--- src/design/tkm_defs.svh ---
`ifndef TKM_DEFS_SVH
`define TKM_DEFS_SVH

// ----------------------------------------------------------------
// structure
// ----------------------------------------------------------------
`define TKM_NMOD          5
`define TKM_NKEY          4
`define TKM_NPIN          20

// ----------------------------------------------------------------
// register byte offsets
// ----------------------------------------------------------------
`define TKM_OFF_CTRL      12'h000
`define TKM_OFF_RELOAD    12'h004
`define TKM_OFF_STAT      12'h008
`define TKM_OFF_MOD_BASE  12'h020
`define TKM_MOD_STRIDE    12'h010
`define TKM_MOD_C1        12'h000
`define TKM_MOD_C0        12'h004
`define TKM_MOD_FREQ      12'h008
`define TKM_MOD_TIME      12'h00c

// ----------------------------------------------------------------
// field positions and reset values
// ----------------------------------------------------------------
`define TKM_C1_TSS        7
`define TKM_C1_ROEN       5
`define TKM_C1_KOEN       4
`define TKM_C1_MASK       8'hbf
`define TKM_C0_MUX_LSB    6
`define TKM_CTRL_SLOT_OVF 6
`define TKM_CTRL_START    5
`define TKM_CTRL_CF_OVF   4
`define TKM_CTRL_T16_OVF  3
`define TKM_CTRL_SHARED   2
`define TKM_STAT_IRQ      0
`define TKM_RST_BYTE      8'h00

// ----------------------------------------------------------------
// divider taps: sys/2, sys/4, sys/8 tick when low bits all ones
// ----------------------------------------------------------------
`define TKM_DIV2_TAP      3'h1
`define TKM_DIV4_TAP      3'h3
`define TKM_DIV8_TAP      3'h7

`endif

--- src/design/tkm_pkg.sv ---
`include "tkm_defs.svh"

package tkm_pkg;

   // ----------------------------------------------------------------
   // measurement sequencer, gray along idle -> run -> done
   // ----------------------------------------------------------------
   typedef enum logic [1:0] {
      TKM_IDLE = 2'b00,
      TKM_RUN  = 2'b01,
      TKM_DONE = 2'b11
   } tkm_state_t;

   // per-module counter state
   typedef struct packed {
      logic [15:0] freq;
      logic [15:0] tcnt;
      logic [7:0]  tmr;
      logic [4:0]  slot;
      logic        done;
   } tkm_slot_t;

   // whole state of the top module
   typedef struct packed {
      tkm_state_t              st;
      logic                    start;
      logic                    shared;
      logic [1:0]              div_sel;
      logic                    slot_ovf;
      logic                    cf_ovf;
      logic                    t16_ovf;
      logic                    irq;
      logic [7:0]              reload;
      logic [4:0][7:0]         c1;
      logic [4:0][1:0]         mux;
      logic [4:0][15:0]        res_f;
      logic [4:0][15:0]        res_t;
      logic [19:0]             key_d;
      logic [4:0]              ref_d;
      logic [2:0]              div;
      logic [4:0]              ref_en;
      logic [4:0]              key_en;
      logic                    pready;
      logic                    pslverr;
      logic [31:0]             prdata;
   } tkm_top_t;

endpackage : tkm_pkg

--- src/design/tkm_slot.sv ---
module tkm_slot
   import tkm_pkg::*;
(
   input  wire logic        clk,        // system clock
   input  wire logic        arst_n,     // async reset, low
   input  wire logic        run,        // measurement running
   input  wire logic        load,       // start rise, load timer
   input  wire logic        clr_cnt,    // clear freq/16/5-bit counters
   input  wire logic        clr_tmr,    // clear 8-bit timer
   input  wire logic [7:0]  reload,     // timer reload value
   input  wire logic        tss,        // slot clock select
   input  wire logic        ref_edge,   // reference osc edge
   input  wire logic        sys4_tick,  // system clock / 4 enable
   input  wire logic        tick16,     // 16-bit counter enable
   input  wire logic        key_edge,   // selected key osc edge
   output logic [15:0]      freq,       // frequency count
   output logic [15:0]      tcnt,       // 16-bit counter
   output logic             done,       // own slot counter overflowed
   output logic             cf_ovf,     // frequency counter wrap pulse
   output logic             t16_ovf     // 16-bit counter wrap pulse
);

   tkm_slot_t s_ff;
   tkm_slot_t nxt_s;
   logic      active;
   logic      slot_tick;

   // ----------------------------------------------------------------
   // counting
   // ----------------------------------------------------------------
   // counters halt once this module's own slot count has wrapped
   always_comb begin
      nxt_s     = s_ff;
      cf_ovf    = 1'b0;
      t16_ovf   = 1'b0;
      active    = run & ~s_ff.done;
      slot_tick = tss ? sys4_tick : ref_edge;
      if (active) begin
         if (key_edge) begin
            nxt_s.freq = s_ff.freq + 16'h0001;
            cf_ovf     = &s_ff.freq;
         end
         if (tick16) begin
            nxt_s.tcnt = s_ff.tcnt + 16'h0001;
            t16_ovf    = &s_ff.tcnt;
         end
         if (slot_tick) begin
            // reload on wrap gives (256 - reload) ticks per slot step
            if (&s_ff.tmr) begin
               nxt_s.tmr  = reload;
               nxt_s.slot = s_ff.slot + 5'h01;
               nxt_s.done = &s_ff.slot;
            end else begin
               nxt_s.tmr = s_ff.tmr + 8'h01;
            end
         end
      end
      if (load) begin
         nxt_s.tmr = reload;
      end
      if (clr_cnt) begin
         nxt_s.freq = 16'h0000;
         nxt_s.tcnt = 16'h0000;
         nxt_s.slot = 5'h00;
         nxt_s.done = 1'b0;
      end
      if (clr_tmr) begin
         nxt_s.tmr = 8'h00;
      end
   end

   // state register
   always_ff @(posedge clk or negedge arst_n) begin
      if (!arst_n) begin
         s_ff <= '0;
      end else begin
         s_ff <= nxt_s;
      end
   end

   assign freq = s_ff.freq;
   assign tcnt = s_ff.tcnt;
   assign done = s_ff.done;

endmodule : tkm_slot

--- src/design/tkm_top.sv ---
// Overview of operation
// - slot clock: ref osc or sys/4
// - ref osc enabled only by its bit
// - key oscs enabled only by their bit
// - pin select bit: io or touch key
// - five identical modules, four keys each
// - each key has its own oscillator
// - count key cycles over fixed interval
// - shared mode uses module 0 slot counter
// - one start bit drives all modules
// - start clear resets counters, not timer
// - start rise switches all counters on
// - start rise enables oscillators together
// - slot overflow stops oscillators and counters
// - one interrupt on slot overflow
// - interrupt clears all module counters
// - overflow flag sets interrupt request flag
// - timer period is (256-reload)*32 ticks
// - 16-bit counter clock sys/1,2,4,8
//
// The implementer's own choices: register access over APB and the register addresses.
`include "tkm_defs.svh"

module tkm_top
   import tkm_pkg::*;
(
   input  wire logic        CLK,            // system clock, 40 MHz
   input  wire logic        ARST_N,         // async reset, low
   input  wire logic        PSEL,           // apb select
   input  wire logic        PENABLE,        // apb access phase
   input  wire logic        PWRITE,         // apb direction
   input  wire logic [11:0] PADDR,          // apb byte address
   input  wire logic [31:0] PWDATA,         // apb write data
   output logic      [31:0] PRDATA,         // apb read data
   output logic             PREADY,         // apb ready
   output logic             PSLVERR,        // apb error, unmapped
   input  wire logic [19:0] KEY_OSC,        // key sense osc outputs
   input  wire logic [4:0]  REF_OSC,        // reference osc outputs
   output logic      [4:0]  REF_OSC_EN,     // reference osc enables
   output logic      [4:0]  KEY_OSC_EN,     // key osc enables
   output logic      [19:0] PIN_TOUCH_SEL,  // pin to touch key routing
   output logic             TOUCH_IRQ       // touch key interrupt
);

   tkm_top_t    r_ff;
   tkm_top_t    nxt_r;

   logic [19:0] key_edge;
   logic [4:0]  ref_edge;
   logic [4:0]  sel_edge;
   logic        sys4_tick;
   logic        tick16;
   logic        start_rise;
   logic        start_fall;
   logic        slot_event;
   logic        clr_cnt;
   logic        run;
   logic        wr;
   logic        hit;
   logic [31:0] rdata;
   logic [4:0]  mod_done;
   logic [4:0]  mod_cf;
   logic [4:0]  mod_t16;
   logic [4:0]  koen;
   logic [4:0]  slot_tss;
   logic [4:0]  slot_ref;
   logic [4:0][15:0] mod_freq;
   logic [4:0][15:0] mod_tcnt;

   // ----------------------------------------------------------------
   // helpers
   // ----------------------------------------------------------------
   // byte address of a per-module register
   function automatic logic [11:0] mod_addr(input int m, input logic [11:0] off);
      mod_addr = `TKM_OFF_MOD_BASE + 12'(m) * `TKM_MOD_STRIDE + off;
   endfunction : mod_addr

   // ----------------------------------------------------------------
   // edges, divider, shared controls
   // ----------------------------------------------------------------
   // inputs are synchronous, so one delay flop is enough for edges
   assign key_edge  = KEY_OSC & ~r_ff.key_d;
   assign ref_edge  = REF_OSC & ~r_ff.ref_d;
   assign sys4_tick = (r_ff.div[1:0] == 2'(`TKM_DIV4_TAP)) ? 1'b1 : 1'b0;
   assign run       = (r_ff.st == TKM_RUN);

   // 16-bit counter clock select
   always_comb begin
      case (r_ff.div_sel)
         2'h0:    tick16 = 1'b1;
         2'h1:    tick16 = (r_ff.div[0] == 1'(`TKM_DIV2_TAP));
         2'h2:    tick16 = (r_ff.div[1:0] == 2'(`TKM_DIV4_TAP));
         2'h3:    tick16 = (r_ff.div == `TKM_DIV8_TAP);
         default: tick16 = 1'b0;
      endcase
   end

   // key mux and per-module enable vector
   always_comb begin
      for (int m = 0; m < `TKM_NMOD; m++) begin
         sel_edge[m] = key_edge[m*`TKM_NKEY + int'(r_ff.mux[m])];
         koen[m]     = r_ff.c1[m][`TKM_C1_KOEN];
         // shared mode: every slot counter steps with module 0's, so none ends early
         slot_tss[m] = r_ff.shared ? r_ff.c1[0][`TKM_C1_TSS] : r_ff.c1[m][`TKM_C1_TSS];
         slot_ref[m] = r_ff.shared ? ref_edge[0] : ref_edge[m];
      end
   end

   // ----------------------------------------------------------------
   // five identical counter modules
   // ----------------------------------------------------------------
   generate
      for (genvar g = 0; g < `TKM_NMOD; g++) begin : g_mod
         tkm_slot u_slot (
            .clk       (CLK),
            .arst_n    (ARST_N),
            .run       (run),
            .load      (start_rise),
            .clr_cnt   (clr_cnt),
            .clr_tmr   (slot_event),
            .reload    (r_ff.reload),
            .tss       (slot_tss[g]),
            .ref_edge  (slot_ref[g]),
            .sys4_tick (sys4_tick),
            .tick16    (tick16),
            .key_edge  (sel_edge[g]),
            .freq      (mod_freq[g]),
            .tcnt      (mod_tcnt[g]),
            .done      (mod_done[g]),
            .cf_ovf    (mod_cf[g]),
            .t16_ovf   (mod_t16[g])
         );
      end
   endgenerate

   // ----------------------------------------------------------------
   // apb access
   // ----------------------------------------------------------------
   assign wr = PSEL & PENABLE & PWRITE & r_ff.pready;

   // read decode; unmapped reads zero and flags an error
   always_comb begin
      rdata = 32'h0000_0000;
      hit   = 1'b1;
      case (PADDR)
         `TKM_OFF_CTRL: begin
            rdata[`TKM_CTRL_SLOT_OVF] = r_ff.slot_ovf;
            rdata[`TKM_CTRL_START]    = r_ff.start;
            rdata[`TKM_CTRL_CF_OVF]   = r_ff.cf_ovf;
            rdata[`TKM_CTRL_T16_OVF]  = r_ff.t16_ovf;
            rdata[`TKM_CTRL_SHARED]   = r_ff.shared;
            rdata[1:0]                = r_ff.div_sel;
         end
         `TKM_OFF_RELOAD: rdata[7:0] = r_ff.reload;
         `TKM_OFF_STAT:   rdata[`TKM_STAT_IRQ] = r_ff.irq;
         default:         hit = 1'b0;
      endcase
      for (int m = 0; m < `TKM_NMOD; m++) begin
         if (PADDR == mod_addr(m, `TKM_MOD_C1)) begin
            rdata[7:0] = r_ff.c1[m];
            hit        = 1'b1;
         end
         if (PADDR == mod_addr(m, `TKM_MOD_C0)) begin
            rdata[`TKM_C0_MUX_LSB +: 2] = r_ff.mux[m];
            hit                         = 1'b1;
         end
         if (PADDR == mod_addr(m, `TKM_MOD_FREQ)) begin
            rdata[15:0] = r_ff.res_f[m];
            hit         = 1'b1;
         end
         if (PADDR == mod_addr(m, `TKM_MOD_TIME)) begin
            rdata[15:0] = r_ff.res_t[m];
            hit         = 1'b1;
         end
      end
   end

   // ----------------------------------------------------------------
   // next state
   // ----------------------------------------------------------------
   always_comb begin
      nxt_r       = r_ff;
      nxt_r.key_d = KEY_OSC;
      nxt_r.ref_d = REF_OSC;
      nxt_r.div   = r_ff.div + 3'h1;

      // one wait cycle, then ready with registered data
      if (PSEL && PENABLE && !r_ff.pready) begin
         nxt_r.pready  = 1'b1;
         // read data holds over writes until the next read
         if (!PWRITE) begin
            nxt_r.prdata = rdata;
         end
         nxt_r.pslverr = ~hit;
      end else begin
         nxt_r.pready  = 1'b0;
         nxt_r.pslverr = 1'b0;
      end

      // register writes; sticky flags clear when written with zero
      if (wr) begin
         case (PADDR)
            `TKM_OFF_CTRL: begin
               nxt_r.start    = PWDATA[`TKM_CTRL_START];
               nxt_r.shared   = PWDATA[`TKM_CTRL_SHARED];
               nxt_r.div_sel  = PWDATA[1:0];
               nxt_r.slot_ovf = r_ff.slot_ovf & PWDATA[`TKM_CTRL_SLOT_OVF];
               nxt_r.cf_ovf   = r_ff.cf_ovf & PWDATA[`TKM_CTRL_CF_OVF];
               nxt_r.t16_ovf  = r_ff.t16_ovf & PWDATA[`TKM_CTRL_T16_OVF];
            end
            `TKM_OFF_RELOAD: nxt_r.reload = PWDATA[7:0];
            `TKM_OFF_STAT:   nxt_r.irq    = r_ff.irq & PWDATA[`TKM_STAT_IRQ];
            default: begin
            end
         endcase
         for (int m = 0; m < `TKM_NMOD; m++) begin
            if (PADDR == mod_addr(m, `TKM_MOD_C1)) begin
               nxt_r.c1[m] = PWDATA[7:0] & `TKM_C1_MASK;
            end
            if (PADDR == mod_addr(m, `TKM_MOD_C0)) begin
               nxt_r.mux[m] = PWDATA[`TKM_C0_MUX_LSB +: 2];
            end
         end
      end

      // start edges; software is expected to configure before the rise
      start_rise = nxt_r.start & ~r_ff.start;
      start_fall = r_ff.start & ~nxt_r.start;

      // end of slot: module 0 alone, or every module with keys enabled
      if (r_ff.shared) begin
         slot_event = run & mod_done[0];
      end else begin
         slot_event = run & (&(mod_done | ~koen));
      end
      clr_cnt = start_fall | slot_event;

      // sequencer
      case (r_ff.st)
         TKM_IDLE: begin
            if (start_rise) begin
               nxt_r.st = TKM_RUN;
            end
         end
         TKM_RUN: begin
            if (start_fall) begin
               nxt_r.st = TKM_IDLE;
            end else if (slot_event) begin
               nxt_r.st = TKM_DONE;
            end
         end
         TKM_DONE: begin
            if (start_fall) begin
               nxt_r.st = TKM_IDLE;
            end
         end
         default: nxt_r.st = TKM_IDLE;
      endcase

      // counts are kept for software before the automatic clear
      if (slot_event) begin
         nxt_r.res_f    = mod_freq;
         nxt_r.res_t    = mod_tcnt;
         nxt_r.slot_ovf = 1'b1;
         nxt_r.irq      = 1'b1;
      end
      // hardware set wins over a software clear in the same cycle
      if (|mod_cf) begin
         nxt_r.cf_ovf = 1'b1;
      end
      if (|mod_t16) begin
         nxt_r.t16_ovf = 1'b1;
      end

      // oscillators run only with their bit set and a slot in progress
      // both enables follow the same next state, so all start together
      for (int m = 0; m < `TKM_NMOD; m++) begin
         nxt_r.ref_en[m] = nxt_r.c1[m][`TKM_C1_ROEN] & (nxt_r.st == TKM_RUN);
         nxt_r.key_en[m] = nxt_r.c1[m][`TKM_C1_KOEN] & (nxt_r.st == TKM_RUN);
      end
   end

   // ----------------------------------------------------------------
   // state register
   // ----------------------------------------------------------------
   always_ff @(posedge CLK or negedge ARST_N) begin
      if (!ARST_N) begin
         r_ff <= '0;
      end else begin
         r_ff <= nxt_r;
      end
   end

   // ----------------------------------------------------------------
   // outputs, all straight from flops
   // ----------------------------------------------------------------
   assign PRDATA     = r_ff.prdata;
   assign PREADY     = r_ff.pready;
   assign PSLVERR    = r_ff.pslverr;
   assign REF_OSC_EN = r_ff.ref_en;
   assign KEY_OSC_EN = r_ff.key_en;
   assign TOUCH_IRQ  = r_ff.irq;

   // one select bit per key pin, key k of module m at bit 4m+k
   generate
      for (genvar p = 0; p < `TKM_NMOD; p++) begin : g_pin
         assign PIN_TOUCH_SEL[p*`TKM_NKEY +: `TKM_NKEY] = r_ff.c1[p][3:0];
      end
   endgenerate

endmodule : tkm_top

--- config.mk ---
export PLATFORM = sky130hd
export DESIGN_NAME = tkm_top
export DESIGN_NICKNAME = d
export VERILOG_FILES = /design/src/design/tkm_pkg.sv /design/src/design/tkm_slot.sv /design/src/design/tkm_top.sv
export VERILOG_INCLUDE_DIRS = /design/src /design/src/design
export SDC_FILE = /design/constraint.sdc
export NUM_CORES = 1
export LEC_CHECK = 0
export ABC_AREA = 1
export BUFFER_PORTS_ARGS = -buffer_cell sky130_fd_sc_hd__buf_2
export CORE_ASPECT_RATIO = 1.75
export CORE_UTILIZATION = 36
export CTS_BUF_LIST = sky130_fd_sc_hd__clkbuf_4 sky130_fd_sc_hd__clkbuf_8 sky130_fd_sc_hd__clkbuf_16
export CTS_CLUSTER_SIZE = 12
export DETAILED_ROUTE_END_ITERATION = 8
export GPL_ROUTABILITY_DRIVEN = 0
export SETUP_SLACK_MARGIN = 0.5
export SLEW_MARGIN = 20
export SYNTH_ARGS = -nofsm -noshare
export SYNTH_HDL_FRONTEND = slang
export SYNTH_HIERARCHICAL = 1
export SYNTH_SLANG_ARGS = --single-unit
--- constraint.sdc ---
create_clock -name CLK -period 6.1 [get_ports CLK]
set_clock_uncertainty 0.1 [all_clocks]
set_input_delay 0.61 -clock CLK [delete_from_list [all_inputs] [get_ports CLK]]
set_output_delay 0.61 -clock CLK [all_outputs]
set_load 0.03 [all_outputs]
==> results.toml, run 1 <==
[logic_synthesis]
yosysWarnings = 6
synth_xor_area_share_pct = 0.619
synth_edf_count = 0
synth_seq_cells = 509
synthSimpleGateAreaFrac_pct = 32.5
muxShareOfSynthArea_pct = 0
ys_async_sr_fraction_pct = 100
yosys.area.top_type_share_pct = 45.0
synth_compound_area_share_pct = 7.91
yosysMostFrequentCell = "nand2_1"
synth_top_cells_by_area = "dfrtp_1, nand2_1, buf_4"
syn_area_per_cell_um2 = 7.54
yosysSeqAreaShare_pct = 45.0
synth_top_area_cell = "dfrtp_1"
synth_area_um2 = 28300
synth_top_family_by_area = "simple AND/OR/NAND/NOR gates"
synth_flop_cell = "dfrtp_1"
syn_inst = 3754
synthDistinctLibCells = 53
synthAdderAreaFrac_pct = 1.19
synthTopCellsByCount = "nand2_1, dfrtp_1, inv_1"

[sta]
relSlewSlack_pct = 23.4
maxSlewViolCount = 0
tightest_slew_ns = 1.15
hold_viol_final = 0
grt_setup_unrepaired = "no"
finalSetupViolations = 0
period_share_pct = 68.8
finalCriticalPeriod_ns = 4.19
max_freq_mhz = 238
fin_setup_tns_ns = 0

[floorplan]
die_y_um = 373
ios = 139
die-area_um2 = 79800
std_cell_rows = 135
start_util_pct = 36.5
core_um2 = 77500
die_x_um = 214

[routing]
drt-initial-drc-count = 1690
drt_wl_total_mm = 83.9
dr_wl_met2_mm = 42.0
drc = 0
vias = 23400
route.met3.wl_mm = 3.40
wl_met1_mm = 33.2
drt-pass1-iter-count = 5
ant_nets = 0
dr.max_layer_used = "met4"
wl_per_cell_um = 17.8
viasPerCell = 4.95

[clock_network]
path_clk_slew_ns = 0.07
cts-root-buf = "clkbuf_16"
h-tree-depth = 2
clock_latency_ns = 0.65
cts_buffer_depth = 3
clkSinkCount = 509
ctsResizeCount = 0
numCtsBuffers = 53
cts_tree = "done"
post_cts_buffers = 0

[global_route]
grt_pass1_wl_mm = 131
grt_overflow_total = 0
antenna_found_initial = 2
grt_pass1_vias = 23000
grt_max_degree = 184
track_usage_pct = 21.1

[job]
cap_violations = 0

[critical_path]
r2r_setup_slack_ns = 1.91
path_class = "reg -> reg"
timing.rr.end = "g_mod[0].u_slot/tcnt[8]"
critPathArrivalTime_ns = 4.62
cp-start-kind = "flop"
cp_max_fo = 69
rr_startpoint = "g_mod[1].u_slot/done"
worstPathRequired_ns = 6.53
r2r_cells = 14
end_kind = "flop"

[cells_and_area]
drive_gt1_share_pct = 10.7
synthToLayoutAreaGrowth_pct = 6.67
final_nets = 3761
instances_no_fill = 4720
nFillCells = 8069

[pwr]
p_per_area_nw_per_um2 = 231
peakVddDrop_mv = 0.200
p_leak_nw = 15.2

[min_path]
hold_path_depth = 3
min-delay-start = "PWDATA[7]"
hold_path_end = "r_ff[273]"
hold_class = "in -> reg"

[status]
status = "completed"

[placed_design]
dp.cells = 4606
io_buffers = 98
dp_hpwl_mm = 61.6
[power by group]
part	switching (mW)	total [mW]	internal (mW)
logic	0.181	0.239	0.0573
registers	0.0161	3.42	3.40
clock network	1.45	3.33	1.89
[per-stage QoR]
stage          power, mW  util, %  setup slack [ns]  instance area (um^2)  hold slack [ns]
6_report            6.99     38.9              1.91                 30200            0.115
2_1_floorplan       3.59        -              3.03                 28400            0.214
4_1_cts             7.07     38.9              1.89                 30200           0.0905
3_3_place_gp        3.71     36.4              1.85                 28200            0.347
5_1_grt             7.21     38.9              1.61                 30200            0.124
3_5_place_dp        3.71     36.4              1.82                 28200            0.352
[area by class of cell]
class | instances | area, um^2 | area share [%]
Multi-Input combinational cell | 2560 | 12000 | 39.8
Sequential cell | 509 | 12700 | 42.2
Inverter | 394 | 1480 | 4.91
Clock inverter | 13 | 196 | 0.651
Clock buffer | 74 | 1540 | 5.10
Timing Repair Buffer | 142 | 933 | 3.09
Antenna cell | 1 | 2.50 | 0.00829
Tap cell | 1027 | 1280 | 4.26
[cell usage in the layout, fill, tap and decap left out, drive strengths merged, types with 68 or more instances in the layout]
| master | Yosys | final |
|---|---|---|
| clkbuf | 46 | 74 |
| nand4 | 68 | 68 |
| inv | 390 | 392 |
| dfrtp | 509 | 509 |
| o21ai | 163 | 163 |
| a21oi | 132 | 132 |
| nor2 | 377 | 377 |
| buf | 260 | 116 |
| nand2 | 1350 | 1350 |
| nand3 | 214 | 214 |
[worst max-delay path: stages (launching register included)]
cell and delay, ns:
dfrtp_1 0.42, o22ai_1 0.37, o21ai_1 0.15, nand2_1 0.13, nor3_4 0.06, inv_4 0.57, nand2_2 0.56, inv_2 0.66
nand2_1 0.42, nand2_1 0.23, inv_1 0.11, nand3_1 0.10, nand2_1 0.06, nand2_1 0.05, nor2_1 0.05
[metal layers]
metal,global-route usage [%],up-vias
li1,-,11500
met1,24.6,11100
met2,37.1,582
met3,2.42,195
met4,12.4,0
met5,0,-
[worst max path at each step]
| stage | startpoint | end | slack (ns) | cells after the start |
|---|---|---|---|---|
| floorplan | koen[2] | g_mod[0].u_slot/s_ff[8] | 3.03 | 13 |
| global placement | PADDR[11] | g_mod[4].u_slot/tcnt[8] | 1.85 | 17 |
| detailed placement | PADDR[11] | g_mod[0].u_slot/tcnt[8] | 1.82 | 17 |
| CTS | g_mod[1].u_slot/done | g_mod[0].u_slot/tcnt[8] | 1.89 | 14 |
| global route | r_ff[296] | g_mod[4].u_slot/tcnt[8] | 1.61 | 14 |
| finish | g_mod[1].u_slot/done | g_mod[0].u_slot/tcnt[8] | 1.91 | 14 |
[flip-flops by register name, summed over array words and instances, names as in the netlist]
name / cells
KEY_OSC_EN: 5
PIN_TOUCH_SEL: 20
PRDATA: 16
PREADY: 1
PSLVERR: 1
REF_OSC_EN: 5
TOUCH_IRQ: 1
g_mod.u_slot/done: 5
g_mod.u_slot/freq: 80
g_mod.u_slot/s_ff: 65
g_mod.u_slot/tcnt: 80
koen: 5
r_ff: 225
[kinds of logic after synthesis]
kind of cell | after synthesis
and+or+nand+nor | 2114
buffers and inverters | 700
DFF | 509
AOI/OAI and AO/OA | 383
adders and majority gates | 27
xor gates and xnor gates | 20
other | 1
[repair_timing]
action                                  in CTS  in global routing
hold endpoints to repair                   104                  0
hold buffers                                26                  0
endpoints found under the setup margin       0                  0
Power figures use the tool's default switching activity.
==> run 2: changes to the inputs <==
--- a/config.mk
+++ b/config.mk
@@ -6,7 +6,7 @@
 export SDC_FILE = /design/constraint.sdc
 export NUM_CORES = 1
 export LEC_CHECK = 0
-export ABC_AREA = 1
+export ABC_AREA = 0
 export BUFFER_PORTS_ARGS = -buffer_cell sky130_fd_sc_hd__buf_2
 export CORE_ASPECT_RATIO = 1.75
 export CORE_UTILIZATION = 36
==> constraint.sdc (replaced) <==
create_clock -name CLK -period 3.7 [get_ports CLK]
set_clock_uncertainty 0.1 [all_clocks]
set_input_delay 0.37 -clock CLK [delete_from_list [all_inputs] [get_ports CLK]]
set_output_delay 0.37 -clock CLK [all_outputs]
set_load 0.03 [all_outputs]
==> run 2 against run 1 <==
  * Register-to-register slack got worse by 1.2 ns
  * Non-clock buffer count increased by 71
  * Clock power increased by 51%
  * Critical path depth decreased by 4
  * Largest power group unchanged
==> results.toml, run 2 <==
[routing]
drt-initial-drc-count = 1452
drt_wl_total_mm = 81.2
viasPerCell = 5.65
route.met3.wl_mm = 4.01
drt-pass1-iter-count = 5
vias = 20700
dr_wl_met2_mm = 40.6
wl_met1_mm = 30.6
ant_nets = 0
wl_per_cell_um = 22.2
dr.max_layer_used = "met5"
drc = 0

[floorplan]
die_y_um = 368
std_cell_rows = 134
start_util_pct = 36.3
ios = 139
core_um2 = 76100
die_x_um = 211
die-area_um2 = 77800

[cells_and_area]
top_register = "r_ff"
final_common_cell = "dfrtp_1"
synthToLayoutAreaGrowth_pct = 8.19
drive_gt1_share_pct = 21.8
final_cell_area_um2 = 29900
final_cell_mix = "dfrtp_1, mux2_2, nor2_1"
largest_register_ffs = 225
final_nets = 2715

[logic_synthesis]
yosysMostFrequentCell = "dfrtp_1"
synth_edf_count = 0
synth_seq_cells = 509
synthDistinctLibCells = 87
yosys.area.top_type_share_pct = 46.2
syn_area_per_cell_um2 = 10.3
synth_area_um2 = 27600
syn_inst = 2675
ys_async_sr_fraction_pct = 100
synthTopCellsByCount = "dfrtp_1, mux2_2, buf_4"
yosysSeqAreaShare_pct = 46.2
synth_top_cells_by_area = "dfrtp_1, mux2_2, buf_4"
synth_flop_cell = "dfrtp_1"
synth_top_area_cell = "dfrtp_1"
yosysWarnings = 6

[pwr]
p_comb_share_pct = 10.3
p_leak_nw = 13.1
p_sw_mw = 3.54
peakVddDrop_mv = 0.419
switching_share_pct = 27.2
pwr-share-seq_pct = 51.0
intPower_mw = 9.46
p_per_area_nw_per_um2 = 435
clock_power_share_pct = 38.7

[sta]
hold_viol_final = 0
max_freq_mhz = 331
fin_setup_tns_ns = 0
finalSetupViolations = 0
period_share_pct = 81.6
grt_setup_unrepaired = "no"
relSlewSlack_pct = 31.0
finalCriticalPeriod_ns = 3.02
maxSlewViolCount = 0
setup_slack_ns = 0.679
tightest_slew_ns = 1.03

[clock_network]
h-tree-depth = 2
numCtsBuffers = 51
cts_tree = "done"
post_cts_buffers = 0
clock_latency_ns = 0.63
path_clk_slew_ns = 0.06
cts_buffer_depth = 3
clkSinkCount = 509
cts-root-buf = "clkbuf_16"

[critical_path]
worstPathRequired_ns = 4.14
cp-start-kind = "flop"
critPathArrivalTime_ns = 3.46
path_class = "reg -> reg"
r2r_cells = 10
cp_max_fo = 51
end_kind = "flop"

[placed_design]
io_buffers = 98
place_area_um2 = 28000
dp_hpwl_mm = 59.7
dp_slack_ns = 0.288

[global_route]
antenna_found_initial = 4
grt_overflow_total = 0
track_usage_pct = 21.0
grt_max_degree = 115
grt_pass1_vias = 20900
grt_pass1_wl_mm = 125

[min_path]
hold_class = "in -> reg"
hold_path_depth = 2

[job]
cap_violations = 0

[status]
status = "completed"
## run 2: cell types whose count changed in the layout (fill, tap and decap cells not counted), moves of 62 or more
cell,change
nor2_1,-121
mux2_2,+238
inv_1,-297
nand2_1,-1151
buf_4,+64
nand3_1,-151
or3_1,+62
## run 2: kinds of logic (layout without fill, tap and decap cells)
group	count (synthesis)	count (layout)	synth area share [%]
flops	509	509	46.2
mux	281	281	11.4
simple gates	789	789	15.9
other cells	1	18	0.0136
buf+inv	404	352	8.92
compound gates	584	584	13.8
xor+xnor	80	80	2.54
fa+ha+maj	27	27	1.22
## run 2: path summary, 6_finish.rpt
| path | from | end | slack, ns |
|---|---|---|---|
| worst min register to register | PRDATA[11] | PRDATA[11] | 0.37 |
| worst max register to register | koen[1] | g_mod[4].u_slot/freq[12] | 0.68 |
| max in group asynchronous | ARST_N | g_mod[1].u_slot/tcnt[3] | 2.29 |
| min in group asynchronous | ARST_N | g_mod[1].u_slot/s_ff[12] | 0.19 |
| worst max-delay path | koen[1] | g_mod[4].u_slot/freq[12] | 0.68 |
| worst min-delay path | PWDATA[4] | r_ff[286] | 0.03 |
## run 2: worst max-delay path, stage by stage, from the launching register on
cell	delay, ns
dfrtp_1	0.41
nor2b_1	0.14
a2111oi_1	0.44
o22ai_1	0.16
inv_1	0.10
and2_4	0.20
o21bai_4	0.18
buf_12	0.31
o2111ai_1	0.30
or3_1	0.39
a21oi_1	0.16
## run 2: repair_timing
item | 4_1_cts | 5_1_grt
endpoints found under the hold margin | 80 | 0
hold buffers | 27 | 0
endpoints found under the setup margin | 0 | 5
gates resized for setup | 0 | 2
## run 2: metal layers
metal,vias to the layer above,track usage [%]
li1,9368,-
met1,10400,23.6
met2,659,36.3
met3,230,3.57
met4,4,14.0
met5,-,0
## run 2: power groups by stage
| stage | Sequential, mW | Combinational [mW] | Clock, mW |
|---|---|---|---|
| final | 6.63 | 1.33 | 5.04 |
| after global routing | 6.69 | 1.49 | 5.35 |
| after CTS | 6.62 | 1.34 | 5.16 |
| after detailed placement | 6.72 | 1.31 | 0 |
| after global placement | 6.69 | 1.25 | 0 |
| after floorplan | 6.51 | 1.13 | 0 |
## run 2: metrics by stage
| stage | util (%) | hold WS (ns) | total power [mW] | cells |
|---|---|---|---|---|
| final | 39.2 | 0.0320 | 13.0 | 3660 |
| after global routing | 39.2 | 0.0301 | 13.5 | 3660 |
| after CTS | 39.2 | 0.00451 | 13.1 | 3658 |
| after detailed placement | 36.8 | 0.277 | 8.02 | 3554 |
| after global placement | 36.8 | 0.278 | 7.94 | 3554 |
| after floorplan | - | -0.0256 | 7.64 | 2690 |
## run 2: area by class of cell
cell class	count	area, um^2
clock buffers	71	1510
clock inverters	6	48.8
repair buffers	213	1560
fillers	7452	46300
multi-input cells	1777	12500
inverters	62	233
well taps	1020	1280
diodes	2	5.00
flip-flops and latches	509	12700
